$ cat src/irqrec_consts.svh
// Constants of the interrupt request recognition block
`ifndef IRQREC_CONSTS_SVH
`define IRQREC_CONSTS_SVH
`define IRQREC_LEVELS        7
`define IRQREC_LVL_W         3
`define IRQREC_MASK_MSB      7
`define IRQREC_MASK_LSB      5
`define IRQREC_MASK_RESET    3'h7
`define IRQREC_LVL_NMI       3'h7
`define IRQREC_LVL_SIX       3'h6
`define IRQREC_SAMPLES       2
`define IRQREC_AUTOVEC_BASE  8'h18
`define IRQREC_USER_VEC_NUM  200
`define IRQREC_ADDR_LVL_MSB  3
`define IRQREC_ADDR_LVL_LSB  1
`endif

$ cat src/irqrec_pkg.sv
// Types of the interrupt request recognition block
package irqrec_pkg;
   typedef logic [2:0] irqrec_lvl_t;
   typedef logic [7:0] irqrec_vec_t;
   typedef enum logic [1:0] {IRQREC_IDLE, IRQREC_PEND, IRQREC_ACK} irqrec_state_t;
endpackage

$ cat src/irqrec_req_if.sv
// Qualified request levels passed from the pin filter to the recognition core
interface irqrec_req_if;
   logic lvl6_valid;
   logic nmi_level;
   logic nmi_edge;
   modport filt (output lvl6_valid, output nmi_level, output nmi_edge);
   modport core (input lvl6_valid, input nmi_level, input nmi_edge);
endinterface

$ cat src/irqrec_top.sv
// Interrupt request recognition: pins and module requests to the core
`include "irqrec_consts.svh"
module irqrec_top
   import irqrec_pkg::*;
#(
   parameter int LEVELS = `IRQREC_LEVELS
) (
   // Clock and reset
   input  wire logic              sys_clk_i,
   input  wire logic              rst_b_i,
   // External pins, active low, input only
   input  wire logic              level_six_request_pin_b_i,
   input  wire logic              nonmaskable_request_pin_b_i,
   // Internal module requests, active low, bit n is level n+1
   input  wire logic [LEVELS-1:0] lowest_level_request_b_i,
   // Core handshake
   input  wire logic              boundary_i,
   input  wire logic              ack_done_i,
   input  wire logic              mask_wr_i,
   input  wire irqrec_lvl_t       mask_wr_val_i,
   // To core
   output logic                   pending_o,
   output irqrec_lvl_t            pending_lvl_o,
   output logic                   ack_active_o,
   output logic [3:1]             ack_addr_o,
   output irqrec_vec_t            autovec_o,
   output logic [7:0]             condition_code_register_o,
   output irqrec_lvl_t            priority_mask_field_o
);
   irqrec_req_if req ();

   irqrec_state_t      state_q;
   irqrec_state_t      state_d;
   irqrec_lvl_t        mask_q;
   irqrec_lvl_t        mask_d;
   irqrec_lvl_t        ack_lvl_q;
   logic [LEVELS-1:0]  int_hist0_q;
   logic [LEVELS-1:0]  int_hist1_q;
   logic               nmi_latch_q;
   logic               nmi_latch_d;
   logic               int7_seen_q;
   wire [4:0]          cc_low;

   wire [LEVELS-1:0]   int_valid;
   wire [LEVELS-1:0]   merged;
   wire [LEVELS-1:0]   unmasked;
   wire                nmi_mask_drop;
   wire                nmi_set;
   wire                take;
   wire irqrec_lvl_t   best_lvl;
   wire irqrec_lvl_t   new_mask;
   wire                int7_edge;
   wire                lvl7_held;
   wire                any_req;

   // Highest set level, zero when none
   function automatic irqrec_lvl_t irqrec_encode(input logic [LEVELS-1:0] v);
      irqrec_lvl_t r;
      r = '0;
      for (int i = 0; i < LEVELS; i++) begin
         if (v[i]) begin
            r = irqrec_lvl_t'(i + 1);
         end
      end
      return r;
   endfunction

   irqrec_pin_filter u_filter (
      .sys_clk_i                   (sys_clk_i),
      .rst_b_i                     (rst_b_i),
      .level_six_request_pin_b_i   (level_six_request_pin_b_i),
      .nonmaskable_request_pin_b_i (nonmaskable_request_pin_b_i),
      .req                         (req.filt)
   );

   // Internal lines qualified separately; pins are never driven back
   always_ff @(negedge sys_clk_i or negedge rst_b_i) begin
      if (!rst_b_i) begin
         int_hist0_q <= '0;
         int_hist1_q <= '0;
      end else begin
         int_hist0_q <= ~lowest_level_request_b_i;
         int_hist1_q <= int_hist0_q;
      end
   end
   assign int_valid = int_hist0_q & int_hist1_q;

   // Internal level seven is edge qualified like the pin, so a held line fires once
   always_ff @(negedge sys_clk_i or negedge rst_b_i) begin
      if (!rst_b_i) begin
         int7_seen_q <= 1'b0;
      end else begin
         int7_seen_q <= int_valid[LEVELS-1];
      end
   end
   assign int7_edge = int_valid[LEVELS-1] & ~int7_seen_q;

   // Wired combination of internal and pin sources, level seven kept apart
   assign merged = {1'b0, int_valid[5] | req.lvl6_valid, int_valid[4:0]};

   // Levels one to six survive only above the mask; level seven is never masked; mask zero lets all through
   genvar g;
   generate
      for (g = 0; g < LEVELS - 1; g++) begin : g_mask
         assign unmasked[g] = merged[g] & (irqrec_lvl_t'(g + 1) > mask_q);
      end
   endgenerate
   assign unmasked[LEVELS-1] = nmi_latch_q;

   // Mask leaving all ones while level seven still held re-arms it
   assign lvl7_held     = req.nmi_level | int_valid[LEVELS-1];
   assign nmi_mask_drop = (mask_q == `IRQREC_MASK_RESET) & (mask_d != `IRQREC_MASK_RESET)
                          & lvl7_held;
   assign nmi_set       = req.nmi_edge | nmi_mask_drop | int7_edge;
   assign take          = (state_q == IRQREC_PEND) & boundary_i;
   assign best_lvl      = irqrec_encode(unmasked);
   // Shared test for any unmasked request
   assign any_req       = (best_lvl != '0);
   assign new_mask      = mask_wr_i ? mask_wr_val_i : mask_q;

   always_comb begin
      state_d     = state_q;
      mask_d      = new_mask;
      nmi_latch_d = nmi_latch_q;
      case (state_q)
         IRQREC_IDLE: begin
            if (best_lvl != '0) begin
               state_d = IRQREC_PEND;
            end
         end
         IRQREC_PEND: begin
            if (best_lvl == '0) begin
               state_d = IRQREC_IDLE;
            end else if (take) begin
               state_d = IRQREC_ACK;
               mask_d  = best_lvl;
               if (best_lvl == `IRQREC_LVL_NMI) begin
                  nmi_latch_d = 1'b0;
               end
            end
         end
         IRQREC_ACK: begin
            if (ack_done_i) begin
               state_d = IRQREC_IDLE;
            end
         end
         default: state_d = IRQREC_IDLE;
      endcase
      // A new event beats the clear taken in the same cycle
      if (nmi_set) begin
         nmi_latch_d = 1'b1;
      end
   end

   // State register
   always_ff @(negedge sys_clk_i or negedge rst_b_i) begin
      if (!rst_b_i) begin
         state_q <= IRQREC_IDLE;
      end else begin
         state_q <= state_d;
      end
   end

   // All ones out of reset, so only level seven is taken before software lowers it
   always_ff @(negedge sys_clk_i or negedge rst_b_i) begin
      if (!rst_b_i) begin
         mask_q <= `IRQREC_MASK_RESET;
      end else begin
         mask_q <= mask_d;
      end
   end

   // Level-seven event latch, cleared only by taking it
   always_ff @(negedge sys_clk_i or negedge rst_b_i) begin
      if (!rst_b_i) begin
         nmi_latch_q <= 1'b0;
      end else begin
         nmi_latch_q <= nmi_latch_d;
      end
   end

   // Acknowledged level kept for the address and vector outputs
   always_ff @(negedge sys_clk_i or negedge rst_b_i) begin
      if (!rst_b_i) begin
         ack_lvl_q <= '0;
      end else if (take && any_req) begin
         ack_lvl_q <= best_lvl;
      end
   end

   // Pending level follows the live requests, so nothing is frozen
   assign pending_o                 = (state_q == IRQREC_PEND) & any_req;
   assign pending_lvl_o             = best_lvl;
   assign ack_active_o              = (state_q == IRQREC_ACK);
   assign ack_addr_o                = ack_active_o ? ack_lvl_q : '0;
   // Autovector per level; the 200 assignable numbers come from the source
   assign autovec_o                 = `IRQREC_AUTOVEC_BASE + irqrec_vec_t'(ack_lvl_q);
   // Low condition code bits are the core's flags, not kept here; they read as zero
   assign cc_low                    = 5'h00;
   assign condition_code_register_o = {mask_q, cc_low};
   assign priority_mask_field_o     = mask_q;
endmodule // irqrec_top

$ cat src/irqrec_pin_filter.sv
// Two-sample qualifier for the two external request pins
`include "irqrec_consts.svh"
module irqrec_pin_filter
   import irqrec_pkg::*;
#(
   parameter int SAMPLES = `IRQREC_SAMPLES
) (
   // Clock and reset
   input  wire logic    sys_clk_i,
   input  wire logic    rst_b_i,
   // Active-low pins
   input  wire logic    level_six_request_pin_b_i,
   input  wire logic    nonmaskable_request_pin_b_i,
   // Qualified requests
   irqrec_req_if.filt   req
);
   logic [SAMPLES-1:0] six_hist_q;
   logic [SAMPLES-1:0] nmi_hist_q;
   logic               nmi_valid_q;
   wire                six_low_all;
   wire                nmi_low_all;

   // Sampled on the falling edge, as the core samples requests
   always_ff @(negedge sys_clk_i or negedge rst_b_i) begin
      if (!rst_b_i) begin
         six_hist_q  <= '0;
         nmi_hist_q  <= '0;
         nmi_valid_q <= 1'b0;
      end else begin
         six_hist_q  <= {six_hist_q[SAMPLES-2:0], ~level_six_request_pin_b_i};
         nmi_hist_q  <= {nmi_hist_q[SAMPLES-2:0], ~nonmaskable_request_pin_b_i};
         nmi_valid_q <= nmi_low_all;
      end
   end

   assign six_low_all    = &six_hist_q;
   assign nmi_low_all    = &nmi_hist_q;
   assign req.lvl6_valid = six_low_all;
   assign req.nmi_level  = nmi_low_all;
   // Edge plus held level gives one event per assertion
   assign req.nmi_edge   = nmi_low_all & ~nmi_valid_q;
endmodule // irqrec_pin_filter

$ cat config.mk
export PLATFORM = sky130hd
export DESIGN_NAME = irqrec_top
export DESIGN_NICKNAME = d
export VERILOG_FILES = /design/src/irqrec_pkg.sv /design/src/irqrec_req_if.sv /design/src/irqrec_top.sv /design/src/irqrec_pin_filter.sv
export VERILOG_INCLUDE_DIRS = /design/src
export SDC_FILE = /design/constraint.sdc
export NUM_CORES = 1
export LEC_CHECK = 0
export BUFFER_PORTS_ARGS = -buffer_cell sky130_fd_sc_hd__buf_2
export CAP_MARGIN = 0
export CORE_UTILIZATION = 40
export DETAILED_ROUTE_END_ITERATION = 7
export GPL_ROUTABILITY_DRIVEN = 0
export PLACE_DENSITY = 0.65
export RECOVER_POWER = 100
export SLEW_MARGIN = 20
export SYNTH_ARGS = -nofsm -noshare
export SYNTH_HDL_FRONTEND = slang
export SYNTH_SLANG_ARGS = --single-unit
$ cat constraint.sdc
create_clock -name sys_clk_i -period 1.95 [get_ports sys_clk_i]
set_input_delay 0.2925 -clock sys_clk_i [delete_from_list [all_inputs] [get_ports sys_clk_i]]
set_output_delay 0.2925 -clock sys_clk_i [all_outputs]
set_load 0.005 [all_outputs]
==> qor.csv <==
metric,value,unit
fin_worst_skew,65.0,ps
place_inst,236,
synth.avg_cell_area,10.8,um^2
synth_cells,126,
netlist_area,0.00137,mm^2
htree_levels,2,
holdCritPathClass,register to register,
fin_cells,260,
violations,negative setup slack,
p_leak,1.11,nW
start_kind,register,
total_power,2.74,mW
crit_buf_inv,1,
reg2reg_from,priority_mask_field_o[2],
max_stage_delay,600,ps
tightest_slew,844,ps
cp.arrival,2740,ps
std_cell_rows,20,
layout.nets,232,
rsz0062_at_grt,yes,
wl_per_cell,13.2,um
grt_overflow,0,
drive_above_1_share,58.8,%
io_buffers,33,
cp_common_cell,o21a_1,
core,0.00315,mm^2
setup_viol,19,
clock_path_buffers,2,
status,finished with violations,
start_util,43.3,%
grt_pass1_wl,5.06,mm
fp.dieH,60.4,um
ys_seq_area_share,53.4,%
seq_power_share,30.9,%
diodes,0,
final_common_cell,buf_4,
antenna_found_initial,0,
ir_worst_vdd,0.000836,V
dpl_worst_slack,-687,ps
swShare,33.8,%
layout_common_cells,"buf_4, dfrtn_1, buf_2",
synth-seq-cells,29,
drc,0,
clk_latency,380,ps
setup_slack,-1080,ps
area_delta_synth_final,58.2,%
grt_use_total,19.5,%
p_per_area,1270,mW/mm^2
io_pins,44,
grt_pass1_vias,1135,
reg2regPathDepth,9,
endpoint_kind,output pin,
ant_nets,0,
fin_util,68.6,%
cts.clk_slew.worst_paths,60,ps
relSlewSlack,43.7,%
holdCritStartpoint,int_hist0_q[4],
cts_sinks,29,
min_to,int_hist1_q[4],
cp_top_family,flip-flops,
crit_slowest_cell,dfstp_2,
slew_violations,0,
p_sw,927,uW
firstDrtPassIters,4,
clockPowerShare,16.3,%
synth_cell_types,40,
crit_required,1660,ps
cts_buffers,5,
finalHoldViolCount,0,
pwr-share-comb,52.9,%
r2r_end,nmi_latch_q,
wirelength,3.44,mm
die-area,0.00365,mm^2
holdWs,321,ps
grt_max_degree,17,
yosysWarnings,0,
cts_tree,done,
crit_fanout,7,
die_x,60.4,um
cts-root-buf,clkbuf_4,
cp_cell_sequence,o21a_1 -> o21a_1 -> and2_4 -> a31oi_4 -> and2_1 -> buf_2,
hold-path-cell-count,0,
crit_type,register to output pin,
cap_viol_max_count,0,
intPower,1.81,mW
vias_per_cell,4.61,
vias,1199,
drtIter0Drc,15,
regToRegSetupSlack,-90,ps
dp_hpwl,2.39,mm
through the flow:
step	cell area (um^2)	TNS [ps]
6_report	2160	-9690
3_5_place_dp	1850	-6290
2_1_floorplan	1430	-2490
4_1_cts	2040	-9490
3_3_place_gp	1850	-5960
5_1_grt	2160	-11220
per-layer routing:
| metal | wire [um] | part of all wire, % | GRT usage (%) |
|---|---|---|---|
| met5 | 0 | 0 | 0 |
| met4 | 73 | 2.1 | 8.77 |
| met3 | 148 | 4.3 | 3.84 |
| met2 | 1790 | 52 | 34.2 |
| met1 | 1430 | 42 | 23.1 |
synthesized netlist by cell type, drive strengths merged:
| master | count | share of area (%) |
|---|---|---|
| or3 | 1 | 0.82 |
| or2b | 1 | 0.64 |
| a22o | 1 | 0.64 |
| a211oi | 1 | 0.55 |
| nand2 | 11 | 3.0 |
| a21oi | 3 | 1.9 |
| o2111ai | 2 | 1.3 |
| buf | 13 | 7.1 |
| mux2 | 3 | 2.5 |
| a41oi | 1 | 0.64 |
| nor2b | 1 | 0.46 |
| dfstp | 3 | 5.8 |
| a41o | 1 | 0.82 |
| nand3 | 2 | 0.73 |
| conb | 2 | 0.55 |
| a32oi | 1 | 1.2 |
| a22oi | 1 | 0.55 |
| a21boi | 1 | 0.55 |
| mux2i | 2 | 1.5 |
| o21ai | 7 | 2.6 |
| and3b | 3 | 2.0 |
| nand3b | 3 | 1.9 |
| a31oi | 2 | 0.92 |
| a21o | 2 | 1.1 |
| o221ai | 1 | 1.1 |
| and2 | 7 | 3.5 |
| o21a | 2 | 1.1 |
| and3 | 2 | 1.3 |
| inv | 14 | 3.8 |
| dfrtn | 26 | 48 |
| nor2 | 5 | 1.4 |
| o22ai | 1 | 0.46 |
worst max path at each step:
| stage | startpoint | end | depth (start not counted) |
|---|---|---|---|
| 2_1_floorplan | priority_mask_field_o[2] | pending_o | 5 |
| 3_3_place_gp | priority_mask_field_o[2] | pending_o | 6 |
| 3_5_place_dp | priority_mask_field_o[2] | pending_o | 6 |
| 4_1_cts | priority_mask_field_o[2] | pending_o | 6 |
| 5_1_grt | priority_mask_field_o[2] | pending_o | 6 |
| 6_report | priority_mask_field_o[2] | pending_o | 6 |
registers in the layout, summed over array words and instances, names as in the netlist:
name and cells:
int7_seen_q 1, nmi_latch_q 1, ack_lvl_q 3, priority_mask_field_o 3, int_hist1_q 7, u_filter.nmi_hist_q 2
u_filter.nmi_valid_q 1, u_filter.six_hist_q 2, state_q 2, int_hist0_q 7
timing repair:
action	in CTS	in global routing
setup buffers	6	9
endpoints found under the setup margin	19	22
pin swaps	11	4
gates resized for setup	16	17
hold buffers	0	0
power groups by stage:
stage | registers (mW) | logic, mW | clock network (mW)
global route | 0.859 | 1.56 | 0.489
floorplan | 0.857 | 0.511 | 0.0128
detailed placement | 0.849 | 1.05 | 0.0128
CTS | 0.845 | 1.23 | 0.451
global placement | 0.840 | 1.04 | 0.0128
finish | 0.846 | 1.45 | 0.446
logic make-up (layout without fill, tap and decap cells):
group | after synthesis | in the layout | share of synthesized area, %
AND/OR/NAND/NOR | 36 | 36 | 15.8
flip-flops | 29 | 29 | 53.4
AO/OA/AOI/OAI | 27 | 27 | 15.4
buffers and inverters | 27 | 109 | 11.0
multiplexers | 5 | 5 | 3.94
other | 2 | 10 | 0.550
final cells by class:
cell class / instances / area (um^2)
Clock inverter: 4 / 16.3
Fill cell: 259 / 991
Multi-Input combinational cell: 78 / 639
Inverter: 13 / 48.8
Clock buffer: 7 / 65.1
Timing Repair Buffer: 85 / 608
Tap cell: 44 / 55.1
Sequential cell: 29 / 729
Power figures use the tool's default switching activity.
